`src/comparator_map.vh`:
```
`ifndef COMPARATOR_MAP_VH
`define COMPARATOR_MAP_VH
// ************************************************************
// register indices; each register is one word, byte address is four times the index
// ************************************************************
`define IDX_MAIN_CONTROL 12'h000
`define IDX_INPUT_SELECT_CONTROL 12'h002
`define IDX_INTERRUPT_CONTROL 12'h006
`define IDX_STATUS 12'h007
`define ADDR_MAIN_CONTROL (`IDX_MAIN_CONTROL << 2)
`define ADDR_INPUT_SELECT_CONTROL (`IDX_INPUT_SELECT_CONTROL << 2)
`define ADDR_INTERRUPT_CONTROL (`IDX_INTERRUPT_CONTROL << 2)
`define ADDR_STATUS (`IDX_STATUS << 2)
// ************************************************************
// main control fields
// ************************************************************
`define BIT_ENABLE 0
`define BIT_HYST_LO 1
`define BIT_EDGE_LO 4
`define BIT_PAD_OUTPUT_ENABLE 6
`define BIT_RUN_IN_STANDBY 7
`define BIT_LOW_POWER 8
// ************************************************************
// input select fields
// ************************************************************
`define BIT_NEG_SEL_LO 0
`define BIT_POS_SEL 3
`define BIT_INVERT 7
// ************************************************************
// status fields
// ************************************************************
`define BIT_FLAG 0
`define BIT_STATE 4
// ************************************************************
// encodings
// ************************************************************
`define EDGE_BOTH 2'h0
`define EDGE_FALL 2'h2
`define EDGE_RISE 2'h3
`define NEG_PIN 2'h0
`define NEG_VREF 2'h2
`define SLEEP_ACTIVE 2'h0
`define SLEEP_IDLE 2'h1
`define SLEEP_STANDBY 2'h2
`define SLEEP_POWERDOWN 2'h3
`define RESET_BYTE 8'h00
`endif

```
`src/comparator_control_irq.v`:
```
`timescale 1ns/1ps
`default_nettype none
`include "comparator_map.vh"
module comparator_control_irq #(
  parameter ADDR_WIDTH = 12
) (
  input wire clk_i, // peripheral clock
  input wire reset_n_i, // synchronous reset, active low
  input wire psel_i, // apb select
  input wire penable_i, // apb enable
  input wire pwrite_i, // apb write
  input wire [ADDR_WIDTH-1:0] paddr_i, // apb byte address
  input wire [31:0] pwdata_i, // apb write data
  input wire [3:0] pstrb_i, // apb byte strobes
  output reg [31:0] prdata_o, // apb read data
  output reg pready_o, // apb ready
  output reg pslverr_o, // apb error for unmapped address
  input wire raw_compare_i, // analog front end raw result
  input wire [1:0] sleep_mode_i, // system sleep state
  input wire clock_request_i, // another module keeps the clock running
  output reg analog_enable_o, // front end powered
  output reg [1:0] hysteresis_select_o, // hysteresis level
  output reg positive_input_select_o, // positive mux
  output reg [1:0] negative_input_select_o, // negative mux
  output reg vref_request_o, // internal reference requested
  output reg low_power_o, // low-power bias
  output reg pad_output_enable_o, // pad driver on
  output wire event_o, // asynchronous event output
  output reg pad_o, // pad data
  output reg irq_o // interrupt request
);
  // ************************************************************
  // registers
  // ************************************************************
  reg enable;
  reg [1:0] hysteresis_select;
  reg [1:0] edge_mode_select;
  reg pad_output_enable;
  reg run_in_standby;
  reg low_power;
  reg [1:0] negative_input_select;
  reg positive_input_select;
  reg invert;
  reg compare_interrupt_bit;
  wire flag;
  wire state_sync;
  wire [ADDR_WIDTH-1:0] a_main = `ADDR_MAIN_CONTROL;
  wire [ADDR_WIDTH-1:0] a_mux = `ADDR_INPUT_SELECT_CONTROL;
  wire [ADDR_WIDTH-1:0] a_int = `ADDR_INTERRUPT_CONTROL;
  wire [ADDR_WIDTH-1:0] a_stat = `ADDR_STATUS;

  // ************************************************************
  // sleep qualification
  // ************************************************************
  // no debug-halt input exists on purpose: behaviour is identical in halt
  wire in_standby = (sleep_mode_i == `SLEEP_STANDBY);
  wire in_powerdown = (sleep_mode_i == `SLEEP_POWERDOWN);
  // idle and active are treated alike
  wire running = enable & ~in_powerdown & (~in_standby | run_in_standby);
  // in standby the status only moves if someone else holds the clock on
  wire status_update = ~in_standby | clock_request_i;

  // ************************************************************
  // result path
  // ************************************************************
  // front end gives 1 when positive exceeds negative
  // inversion precedes every consumer; no event input exists
  // the event path stays combinational so it reaches the event network unclocked
  assign event_o = running & (raw_compare_i ^ invert);

  level_sync u_sync (
    .clk_i(clk_i),
    .reset_n_i(reset_n_i),
    .async_i(raw_compare_i),
    .sync_o(state_sync)
  );

  // the raw pin is synchronised bare, so no clocked logic sees it before two flops; only event_o takes it directly
  // an unpowered front end only gives noise, so clocked consumers see 0 until it runs
  wire result_sync = running & (state_sync ^ invert);

  // the state bit is registered once more, making three cycles
  reg state_bit;
  always @(posedge clk_i) begin
    if (!reset_n_i)
      state_bit <= 1'b0;
    else if (status_update)
      state_bit <= result_sync;
  end

  // writes land on the edge where the master sees pready, exactly once per transfer
  wire bus_write = psel_i & penable_i & pwrite_i & pready_o;
  wire clear_flag = bus_write & (paddr_i == a_stat) & pstrb_i[0] & pwdata_i[`BIT_FLAG];

  // edge detection on synchronised samples
  edge_flag u_edge (
    .clk_i(clk_i),
    .reset_n_i(reset_n_i),
    .level_i(result_sync),
    .mode_i(edge_mode_select),
    .update_i(running & status_update),
    .clear_i(clear_flag),
    .flag_o(flag)
  );

  // ************************************************************
  // register writes
  // ************************************************************
  always @(posedge clk_i) begin
    if (!reset_n_i) begin
      enable <= 1'b0;
      hysteresis_select <= 2'h0;
      edge_mode_select <= 2'h0;
      pad_output_enable <= 1'b0;
      run_in_standby <= 1'b0;
      low_power <= 1'b0;
      negative_input_select <= 2'h0;
      positive_input_select <= 1'b0;
      invert <= 1'b0;
      compare_interrupt_bit <= 1'b0;
    end else if (bus_write) begin
      if (paddr_i == a_main) begin
        if (pstrb_i[0]) begin
          enable <= pwdata_i[`BIT_ENABLE];
          hysteresis_select <= pwdata_i[`BIT_HYST_LO +: 2];
          edge_mode_select <= pwdata_i[`BIT_EDGE_LO +: 2];
          pad_output_enable <= pwdata_i[`BIT_PAD_OUTPUT_ENABLE];
          run_in_standby <= pwdata_i[`BIT_RUN_IN_STANDBY];
        end
        if (pstrb_i[1])
          low_power <= pwdata_i[`BIT_LOW_POWER];
      end
      if ((paddr_i == a_mux) && pstrb_i[0]) begin
        negative_input_select <= pwdata_i[`BIT_NEG_SEL_LO +: 2];
        positive_input_select <= pwdata_i[`BIT_POS_SEL];
        invert <= pwdata_i[`BIT_INVERT];
      end
      if ((paddr_i == a_int) && pstrb_i[0])
        compare_interrupt_bit <= pwdata_i[0];
    end
  end

  // ************************************************************
  // registered outputs
  // ************************************************************
  always @(posedge clk_i) begin
    if (!reset_n_i) begin
      analog_enable_o <= 1'b0;
      hysteresis_select_o <= 2'h0;
      positive_input_select_o <= 1'b0;
      negative_input_select_o <= 2'h0;
      vref_request_o <= 1'b0;
      low_power_o <= 1'b0;
      pad_output_enable_o <= 1'b0;
      pad_o <= 1'b0;
      irq_o <= 1'b0;
    end else begin
      analog_enable_o <= running;
      hysteresis_select_o <= hysteresis_select;
      positive_input_select_o <= positive_input_select;
      negative_input_select_o <= negative_input_select;
      vref_request_o <= running & (negative_input_select == `NEG_VREF);
      low_power_o <= low_power;
      // pad carries the synchronised result; gated off in power-down
      pad_output_enable_o <= pad_output_enable & running;
      pad_o <= result_sync;
      // interrupt is the flag masked by its enable bit; only setting the flag waits for the clock in standby
      irq_o <= compare_interrupt_bit & flag;
    end
  end

  // ************************************************************
  // apb read and answer
  // ************************************************************
  reg [31:0] next_rdata;
  reg mapped;
  always @* begin
    next_rdata = 32'h00000000;
    mapped = 1'b1;
    if (paddr_i == a_main) begin
      next_rdata[`BIT_ENABLE] = enable;
      next_rdata[`BIT_HYST_LO +: 2] = hysteresis_select;
      next_rdata[`BIT_EDGE_LO +: 2] = edge_mode_select;
      next_rdata[`BIT_PAD_OUTPUT_ENABLE] = pad_output_enable;
      next_rdata[`BIT_RUN_IN_STANDBY] = run_in_standby;
      next_rdata[`BIT_LOW_POWER] = low_power;
    end else if (paddr_i == a_mux) begin
      next_rdata[`BIT_NEG_SEL_LO +: 2] = negative_input_select;
      next_rdata[`BIT_POS_SEL] = positive_input_select;
      next_rdata[`BIT_INVERT] = invert;
    end else if (paddr_i == a_int) begin
      next_rdata[0] = compare_interrupt_bit;
    end else if (paddr_i == a_stat) begin
      next_rdata[`BIT_FLAG] = flag;
      next_rdata[`BIT_STATE] = state_bit;
    end else begin
      mapped = 1'b0;
    end
  end

  // one wait state: setup, access with pready low, then pready high
  always @(posedge clk_i) begin
    if (!reset_n_i) begin
      pready_o <= 1'b0;
      pslverr_o <= 1'b0;
      prdata_o <= 32'h00000000;
    end else if (psel_i && penable_i && !pready_o) begin
      pready_o <= 1'b1;
      pslverr_o <= ~mapped;
      prdata_o <= pwrite_i ? 32'h00000000 : next_rdata;
    end else begin
      pready_o <= 1'b0;
      pslverr_o <= 1'b0;
      prdata_o <= 32'h00000000;
    end
  end
endmodule // comparator_control_irq
`default_nettype wire

```
`src/level_sync.v`:
```
`timescale 1ns/1ps
`default_nettype none
// two-stage synchroniser for a level from outside the clock domain
module level_sync (
  input wire clk_i, // clock
  input wire reset_n_i, // synchronous reset, active low
  input wire async_i, // asynchronous level
  output reg sync_o // synchronised level
);
  reg meta;
  always @(posedge clk_i) begin
    if (!reset_n_i) begin
      meta <= 1'b0;
      sync_o <= 1'b0;
    end else begin
      meta <= async_i;
      sync_o <= meta;
    end
  end
endmodule // level_sync
`default_nettype wire

```
`src/edge_flag.v`:
```
`timescale 1ns/1ps
`default_nettype none
`include "comparator_map.vh"
// sticky flag set on a selected edge of a synchronised level
module edge_flag (
  input wire clk_i, // clock
  input wire reset_n_i, // synchronous reset, active low
  input wire level_i, // synchronised level
  input wire [1:0] mode_i, // edge selection
  input wire update_i, // flag updates allowed
  input wire clear_i, // clear request
  output reg flag_o // sticky flag
);
  reg prev;
  reg hit;
  always @* begin
    case (mode_i)
      `EDGE_BOTH: hit = level_i ^ prev;
      `EDGE_FALL: hit = prev & ~level_i;
      `EDGE_RISE: hit = ~prev & level_i;
      default: hit = 1'b0;
    endcase
  end
  always @(posedge clk_i) begin
    if (!reset_n_i) begin
      prev <= 1'b0;
      flag_o <= 1'b0;
    end else begin
      prev <= level_i;
      // a new edge wins over a clear in the same cycle
      if (update_i && hit)
        flag_o <= 1'b1;
      else if (clear_i)
        flag_o <= 1'b0;
    end
  end
endmodule // edge_flag
`default_nettype wire

```
`config.mk`:
```
export PLATFORM = sky130hd
export DESIGN_NAME = comparator_control_irq
export DESIGN_NICKNAME = d
export VERILOG_FILES = /design/src/comparator_control_irq.v /design/src/level_sync.v /design/src/edge_flag.v
export VERILOG_INCLUDE_DIRS = /design/src
export SDC_FILE = /design/constraint.sdc
export NUM_CORES = 1
export LEC_CHECK = 0
export BUFFER_PORTS_ARGS = -buffer_cell sky130_fd_sc_hd__buf_2
export CORE_UTILIZATION = 46
export CTS_CLUSTER_SIZE = 30
export DETAILED_ROUTE_END_ITERATION = 12
export PLACE_DENSITY_LB_ADDON = 0.2
export SLEW_MARGIN = 15
export SYNTH_ARGS = -nofsm -noshare
export SYNTH_HDL_FRONTEND = slang
export SYNTH_SLANG_ARGS = --single-unit
```
`constraint.sdc`:
```
create_clock -name clk_i -period 3.23 [get_ports clk_i]
set_input_delay 0.646 -clock clk_i [delete_from_list [all_inputs] [get_ports clk_i]]
set_output_delay 0.646 -clock clk_i [all_outputs]
set_load 0.02 [all_outputs]
```
Word-level counts from Yosys, hierarchy flattened
Index checks and enable logic that the tools add are counted.
Storage, ports and cells
  register bits after elaboration: 62
  bits of input ports: 57
  output and inout port bits: 46
  word-level logic and storage cells: 103
Operators by class
  eq/ne operators: 8
  multiplexer cells: 19
  bitwise operators: 30
  reduce and logical (&&, ||, !) cells: 17
Operators by type and width (number)
  12-bit by 5-bit == test with 1-bit output, second input constant: 2
  1-bit two-way mux: 17
  1-bit AND: 16
  12-bit by 4-bit == test with 1-bit output, second input constant: 1
  12-bit zero test: 1
  2-bit == test, second input constant: 5
  1-bit NOT: 9
  2-bit AND reduction: 3
  3-bit AND reduction: 2
  1-bit logical AND: 5
  5-bit OR reduction: 1
  4-bit OR reduction: 1
  1-bit one-hot mux with 3 select lines: 1
  3-bit OR reduction: 1
  1-bit bitwise XOR: 3
  2-bit zero test: 1
  2-bit two-way mux: 1
  1-bit OR: 2
  2-bit nonzero test: 1
  1-bit zero test: 1

Logic depth before layout (Yosys ltp)
Gate-level depths: netlist (run 1).
  depth after elaboration: 10
  mapped depth: 7
  depth with buffers taken out: 7

Modules after synthesis
From an unflattened synthesis (run 1), not the netlist that was laid out.
Unflattened totals
  cell total of the unflattened synthesis: 186
  area, all modules: 1796.7 um^2
Modules (own cells, without submodules)
  comparator_control_irq: instances 1, cells each 167, area each 1620.3 um^2, sequential area each 720.7 um^2
  edge_flag: instances 1, cells each 15, area each 123.9 um^2, sequential area each 40.0 um^2
  level_sync: instances 1, cells each 4, area each 52.6 um^2, sequential area each 40.0 um^2

Worst setup path after synthesis (run 1)
OpenSTA, ideal clock, no wires.
  kind: input-to-reg
  from: input port sleep_mode_i[0]
  to: register u_edge.flag_o
  setup time: 0.130 ns
  arrival time: 1.816 ns
  data required time: 3.100 ns
  path slack: 1.284 ns
  stages on the path: 7
  path buffers: 0
  path through: nand2b_1 -> a211oi_1 -> inv_1 -> ha_1 -> mux2_2 -> a21oi_1 -> o31ai_1
On the way
  cells in the longest elaborated chain, start to end: 10
  elaborated cells on any way between the ends: 18
  those cells by class: 2 x eq/ne; 2 x mux; 12 x bitwise; 2 x reduce/logical
RTL lines
  start: declaration: line comparator_control_irq.v:19  | input wire [1:0] sleep_mode_i,
  2-bit == test (no line)
  1-bit NOT: line comparator_control_irq.v:59  | wire running = enable & ~in_powerdown & (~in_standby | run_in_standby);
  1-bit AND / 1-bit OR (equally long branches): line comparator_control_irq.v:59
  1-bit AND *: line comparator_control_irq.v:59
  1-bit AND *: line comparator_control_irq.v:80  | wire result_sync = running & (state_sync ^ invert);
  named net result_sync: line comparator_control_irq.v:80
  1-bit NOT: line edge_flag.v:19  | `EDGE_FALL: hit = prev & ~level_i;
  1-bit AND: line edge_flag.v:19
  1-bit one-hot mux with 3 select lines *: line edge_flag.v:17  | case (mode_i)
  1-bit logical AND *: line edge_flag.v:31  | if (update_i && hit)
  1-bit two-way mux / 2-bit nonzero test (equally long branches)
  end signal: assignment: line edge_flag.v:27  | flag_o <= 1'b0;
  end signal: assignment: line edge_flag.v:32  | flag_o <= 1'b1;
  end signal: assignment: line edge_flag.v:34  | flag_o <= 1'b0;
  end: declaration: line edge_flag.v:12  | output reg flag_o
Mark *: on every way through the listed nets, which the timed path passes. The rest lies on a longest branch.
A chain may end at the register's enable or synchronous reset.

Final worst setup path (run 1)
  from: input port sleep_mode_i[0]
  to: output port event_o
On the way
  cells in the longest elaborated chain, start to end: 5
  elaborated cells on any way between the ends: 8
  those cells by class: 2 x eq/ne; 6 x bitwise
RTL lines
  2-bit == test (no line)
  1-bit NOT: line comparator_control_irq.v:59
  1-bit AND / 1-bit OR (equally long branches): line comparator_control_irq.v:59
  1-bit AND *: line comparator_control_irq.v:59
  1-bit AND *: line comparator_control_irq.v:69  | assign event_o = running & (raw_compare_i ^ invert);
  end: declaration: line comparator_control_irq.v:28  | output wire event_o,
Mark *: on every way between the ends. The rest lies on a longest branch, timed or not.

==> results.py, run 1 <==
metrics = {
    "clocking": {
        "cts_resized": 0,
        "cts.sinks": 39,
        "cts_root_buf": "clkbuf_8",
        "hold_buffers": 0,
        "clk_latency_ps": 280,
        "numCtsBuffers": 5,
        "path_clk_slew_ps": 70,
        "tritoncts": "yes",
        "h-tree-depth": 2,
        "postCtsSetupRepairBufs": 0,
        "clockBufferDepth": 2,
    },
    "synthesis": {
        "yosysWarnings": 0,
        "netlist-cell-type-count": 36,
        "synth_top_area_cell": "dfxtp_1",
        "netlist.area_leader.share_pct": 45.1,
        "yosys-top-cells-count": "39 x dfxtp_1, 23 x buf_4, 21 x nand2_1",
        "synth_area_per_cell_um2": 9.22,
        "yosysSeqAreaShare_pct": 45.1,
        "synth_flop_cell": "dfxtp_1",
        "ys_ff_latch": 39,
        "synthTopCellsByArea": "dfxtp_1 45%, buf_4 10%, mux2i_1 6.9%, nand2_1 4.5%, nand4_1 3.2%",
        "synth-edff-count": 0,
        "async_flop_share_pct": 0,
        "yosysMostFrequentCell": "dfxtp_1",
        "netlist_area_um2": 1730,
        "synth_cells": 188,
    },
    "finish": {
        "num_antenna_cells": 0,
        "nFillCells": 359,
        "multiInputGateArea_um2": 793,
        "drive_above_1_share_pct": 27.2,
        "final_util_pct": 58.3,
        "fin_nets": 301,
        "area_delta_synth_final_pct": 16.6,
        "finish.instance_area_um2": 2020,
        "regArea_um2": 781,
    },
    "timing": {
        "fmax_ghz": 0.512,
        "hold_slack_ps": 446,
        "tightest_slew_ps": 525,
        "min_period_ps": 1950,
        "rsz0062_at_grt": "false",
        "slew_violations": 0,
        "hold_viol": 0,
        "fin_crit_sh_pct": 60.5,
        "tns_ps": 0,
        "finalSetupViolCount": 0,
        "skew_ps": 2.54,
        "fin_ws_ps": 1280,
        "max_slew_margin_pct": 64.7,
    },
    "floorplan": {
        "io_pins": 103,
        "die_area_um2": 4020,
        "initial_core_util_pct": 50.0,
        "core_um2": 3470,
        "die-width_um": 63.4,
        "fp.dieH_um": 63.4,
        "rows": 21,
    },
    "place": {
        "portBuffers": 54,
        "hpwlAfterDp_um": 2550,
        "post_dp_cell_area_um2": 1940,
        "gp_congestion": 0.781,
        "dp_slack_ps": 1010,
    },
    "global_routing": {
        "grt_pass1_wl_um": 5630,
        "grt_usage_pct": 18.2,
        "antenna_found_initial": 0,
        "grt_pass1_vias": 1265,
        "grt_max_degree": 24,
        "overflow": 0,
    },
    "worst_setup_path": {
        "critPathKind": "in2out",
        "crit_slowest_cell": "nand2b_1",
        "path_max_fanout": 3,
        "reg2reg_depth": 7,
        "crit_path_end_kind": "output pin",
        "worst-path-stages": 6,
        "cpLargestDelayFamily": "simple AND/OR/NAND/NOR gates",
        "cp-start-kind": "input pin",
        "required_ps": 2580,
        "reg2reg_from": "invert$_SDFFE_PN0P_",
        "r2r_end": "u_edge.flag_o$_SDFFE_PN0P_",
        "crit_buf_inv": 2,
        "max_stage_delay_ps": 160,
        "r2r_setup_slack_ps": 1450,
        "path_cells": "buf_2, nand2b_1, nand2_1, nand2_1, nor2_1, buf_2",
        "crit_arrival_ps": 1310,
    },
    "drt": {
        "avgRoutedWirePerCell_um": 11.4,
        "vias": 1386,
        "ant_nets": 0,
        "first_pass_iters": 4,
        "first_iter_violations": 54,
        "drcViolationCount": 0,
        "routed_via_density": 4.80,
        "totalWireLength_um": 3290,
    },
    "worst_hold_path": {
        "hp-start": "u_sync.meta$_SDFF_PN0_",
        "hold_class": "reg2reg",
        "holdPathEnd": "u_sync.sync_o$_SDFF_PN0_",
        "min_path_cells": 1,
    },
    "outcome": {
        "status": "completed",
    },
    "job": {
        "cap_violations": 0,
    },
    "pwr": {
        "ir_worst_vdd_mv": 0.179,
        "p_leak_nw": 0.999,
        "p_per_area_nw_per_um2": 427,
    },
}
## layout make-up
| cell class | count | area share (%) |
|---|---|---|
| multi-input combinational | 132 | 39.3 |
| sequential | 39 | 38.6 |
| timing repair buffer | 54 | 13.4 |
| clock buffer | 7 | 3.78 |
| tap | 46 | 2.85 |
| inverter | 10 | 1.86 |
| clock inverter | 1 | 0.248 |
## worst reg2reg max path, stage by stage (launching register included)
cell and delay (ps):
dfxtp_1 390, xnor2_1 120, a211oi_1 370, inv_1 80
ha_1 190, mux2_2 250, a21oi_1 150, o31ai_1 90
## sequential cells by signal, summed over array words and instances (netlist names), 2 cells and up
| signal | flops |
|---|---|
| negative_input_select_o | 2 |
| hysteresis_select_o | 2 |
| negative_input_select | 2 |
| prdata_o | 9 |
| hysteresis_select | 2 |
| edge_mode_select | 2 |
## placed cells by master, fill, tap and decap left out, types with 3 or more instances in the layout
master	n
a21oi_1	8
buf_2	54
conb_1	23
nor2_1	10
mux2i_1	12
clkbuf_8	5
or3_1	3
inv_1	10
o21ai_0	4
nand4_1	9
nor3_1	6
and2_1	7
nand3_1	4
nand2_1	21
dfxtp_1	39
## kinds of logic (layout without fill, tap and decap cells)
group	Yosys count	after routing	synth area share, %
xor+xnor	2	2	1.01
simple gates	73	73	23.8
compound gates	18	18	6.35
flops	39	39	45.1
other cells	1	23	0.216
mux	14	14	8.23
buf+inv	39	72	13.9
fa+ha+maj	2	2	1.44
## metal layers
layer | track usage (%) | part of all wire [%] | routed length, um
met5 | 0 | 0 | 0
met4 | 6.82 | 1.1 | 36
met3 | 5.98 | 6.8 | 224
met2 | 29.8 | 48 | 1580
met1 | 21.9 | 44 | 1460
## power by group
part,switching [mW],leakage (nW),internal (mW)
Combinational,0.0549,0.642,0.0224
Sequential,0.000729,0.315,0.483
Clock,0.150,0.0422,0.151
Total,0.205,0.999,0.657
## per-stage QoR
stage          cells  power (mW)
5_1_grt          289       0.905
3_5_place_dp     281       0.571
6_report         289       0.862
3_3_place_gp     281       0.571
4_1_cts          289       0.873
2_1_floorplan    210       0.562
## worst max path at each step
stage,slack [ps],start,to
2_1_floorplan,1280,sleep_mode_i[0],u_edge.flag_o$_SDFFE_PN0P_
3_5_place_dp,1010,sleep_mode_i[0],u_edge.flag_o$_SDFFE_PN0P_
4_1_cts,1270,sleep_mode_i[0],event_o
3_3_place_gp,1010,sleep_mode_i[0],u_edge.flag_o$_SDFFE_PN0P_
5_1_grt,1160,sleep_mode_i[0],u_edge.flag_o$_SDFFE_PN0P_
6_report,1280,sleep_mode_i[0],event_o
(Power assumes the default switching activity.)
==> inputs of run 2 (changes only) <==
--- a/config.mk
+++ b/config.mk
@@ -6,8 +6,9 @@
 export SDC_FILE = /design/constraint.sdc
 export NUM_CORES = 1
 export LEC_CHECK = 0
+export ABC_AREA = 1
 export BUFFER_PORTS_ARGS = -buffer_cell sky130_fd_sc_hd__buf_2
-export CORE_UTILIZATION = 46
+export CORE_UTILIZATION = 43
 export CTS_CLUSTER_SIZE = 30
 export DETAILED_ROUTE_END_ITERATION = 12
 export PLACE_DENSITY_LB_ADDON = 0.2
==> constraint.sdc (replaced) <==
create_clock -name clk_i -period 1.8 [get_ports clk_i]
set_input_delay 0.36 -clock clk_i [delete_from_list [all_inputs] [get_ports clk_i]]
set_output_delay 0.36 -clock clk_i [all_outputs]
set_load 0.02 [all_outputs]
==> run 2 against run 1 <==
  * Critical path depth stayed put
  * Utilization is 5.0 points lower
  * Worst hold slack worse by 160 ps
  * Global-route usage is 1.4 points lower
  * Wire length is 2.3% higher
  * Flip-flop and latch count stayed put
  * Highest routed layer unchanged
==> results.py, run 2 <==
metrics = {
    "outcome": {
        "status": "completed",
    },
    "global_routing": {
        "grt_pass1_wl_um": 5610,
        "antenna_found_initial": 0,
        "overflow": 0,
        "grt_pass1_vias": 1368,
        "grt_max_degree": 21,
        "grt_usage_pct": 16.8,
    },
    "floorplan": {
        "rows": 23,
        "fp.dieH_um": 66.5,
        "die_area_um2": 4430,
        "die-width_um": 66.5,
        "core_um2": 4000,
        "initial_core_util_pct": 44.8,
        "io_pins": 103,
    },
    "worst_setup_path": {
        "crit_path_end_kind": "output pin",
        "cp-start-kind": "flop",
        "path_max_fanout": 4,
        "required_ps": 1440,
        "critPathKind": "reg2out",
        "crit_arrival_ps": 1170,
    },
    "pwr": {
        "p_per_area_nw_per_um2": 766,
        "p_leak_nw": 1.20,
        "ir_worst_vdd_mv": 0.382,
        "power_mw": 1.63,
    },
    "drt": {
        "highest_layer": "met4",
        "ant_nets": 0,
        "totalWireLength_um": 3370,
        "routed_via_density": 4.29,
        "first_iter_violations": 63,
        "vias": 1543,
        "first_pass_iters": 4,
        "wl_met3_um": 143,
        "avgRoutedWirePerCell_um": 9.36,
        "wl_met2_um": 1720,
        "m1WireLength_um": 1460,
        "drcViolationCount": 0,
    },
    "finish": {
        "largest_reg_flops": 9,
        "top_register": "prdata_o",
        "finish.instance_area_um2": 2130,
        "fin_nets": 368,
        "stdcell_count": 360,
        "final_common_cell": "nand2_1",
        "nFillCells": 439,
        "final_cell_mix": "61 x nand2_1, 54 x buf_2, 44 x nor2_1",
        "multiInputGateArea_um2": 747,
        "area_delta_synth_final_pct": 18.9,
        "drive_above_1_share_pct": 23.9,
        "regArea_um2": 781,
        "num_antenna_cells": 0,
    },
    "clocking": {
        "cts_resized": 0,
        "tritoncts": "yes",
        "cts_root_buf": "clkbuf_8",
        "path_clk_slew_ps": 70,
        "hold_buffers": 0,
        "h-tree-depth": 2,
        "cts.sinks": 39,
        "numCtsBuffers": 5,
        "clockBufferDepth": 2,
        "postCtsSetupRepairBufs": 0,
        "clk_latency_ps": 280,
    },
    "place": {
        "gp_congestion": 0.751,
        "placed_cells": 352,
        "portBuffers": 54,
        "hpwlAfterDp_um": 2550,
        "post_dp_cell_area_um2": 2030,
    },
    "synthesis": {
        "yosysWarnings": 0,
        "yosys-top-cells-count": "61 x nand2_1, 44 x nor2_1, 39 x dfxtp_1",
        "ys_ff_latch": 39,
        "netlist_area_um2": 1790,
        "netlist-cell-type-count": 26,
        "synthTopCellsByArea": "dfxtp_1 44%, nand2_1 13%, buf_4 9.6%, nor2_1 9.2%, inv_1 7.8%",
        "yosysSeqAreaShare_pct": 43.6,
        "netlist.area_leader.share_pct": 43.6,
        "yosysMostFrequentCell": "nand2_1",
        "synth_area_per_cell_um2": 7.19,
        "synth_flop_cell": "dfxtp_1",
        "async_flop_share_pct": 0,
        "synth-edff-count": 0,
        "synth_top_area_cell": "dfxtp_1",
        "synth_cells": 249,
    },
    "timing": {
        "hold_viol": 0,
        "fmax_ghz": 0.653,
        "finalSetupViolCount": 0,
        "min_period_ps": 1530,
        "skew_ps": 6.66,
        "slew_violations": 0,
        "fin_crit_sh_pct": 85.1,
        "tns_ps": 0,
        "rsz0062_at_grt": "false",
    },
    "job": {
        "cap_violations": 0,
    },
    "worst_hold_path": {
        "hold_class": "in2reg",
    },
}
[run 2: cell type report]
cell class | instances | share of cell area [%]
clock buffers | 8 | 4.70
multi-input cells | 167 | 35.1
flip-flops and latches | 39 | 36.7
well taps | 50 | 2.94
repair buffers | 57 | 13.7
inverters | 39 | 6.87
[run 2: critical path, cell delays in order, from the launching register on]
cell,delay [ps]
dfxtp_1,330
nand2_1,50
nand2_1,50
nand2_1,60
buf_4,150
nor2_1,80
buf_2,170
[run 2: cells by family (layout without fill, tap and decap cells)]
family	count (synthesis)	count (layout)	synth area share (%)
and+or+nand+nor	129	129	31.1
buffers and inverters	65	104	19.3
DFF	39	39	43.6
AOI/OAI and AO/OA	11	11	3.42
adders and majority gates	2	2	1.40
xor gates and xnor gates	2	2	0.979
other	1	23	0.209
[run 2: through the flow]
stage	util [%]	setup slack, ps	hold slack [ps]
finish	53.2	268	285
global placement	50.7	184	394
floorplan	-	378	390
CTS	53.2	245	280
detailed placement	50.7	175	398
global route	53.2	154	296
[run 2: per-layer routing]
metal | up-vias | global-route usage (%)
li1 | 818 | -
met2 | 37 | 29.1
met5 | - | 0
met3 | 5 | 4.28
met4 | 0 | 7.71
met1 | 683 | 19.1
[run 2: final timing paths]
| check | from | end | slack, ps | depth (start not counted) |
|---|---|---|---|---|
| hold reg to reg | u_sync.meta$_SDFF_PN0_ | u_sync.sync_o$_SDFF_PN0_ | 420 | 2 |
| setup reg to reg | invert$_SDFFE_PN0P_ | u_edge.flag_o$_SDFFE_PN0P_ | 310 | 7 |
| setup / recovery | run_in_standby$_SDFFE_PN0P_ | event_o | 270 | 6 |
| hold / removal | raw_compare_i | u_sync.meta$_SDFF_PN0_ | 280 | 3 |
[run 2: power breakdown]
part / internal, mW / total (mW) / switching [mW]
registers: 0.867 / 0.869 / 0.00183
logic: 0.0398 / 0.129 / 0.0895
clock network: 0.349 / 0.634 / 0.284
total: 1.26 / 1.63 / 0.376
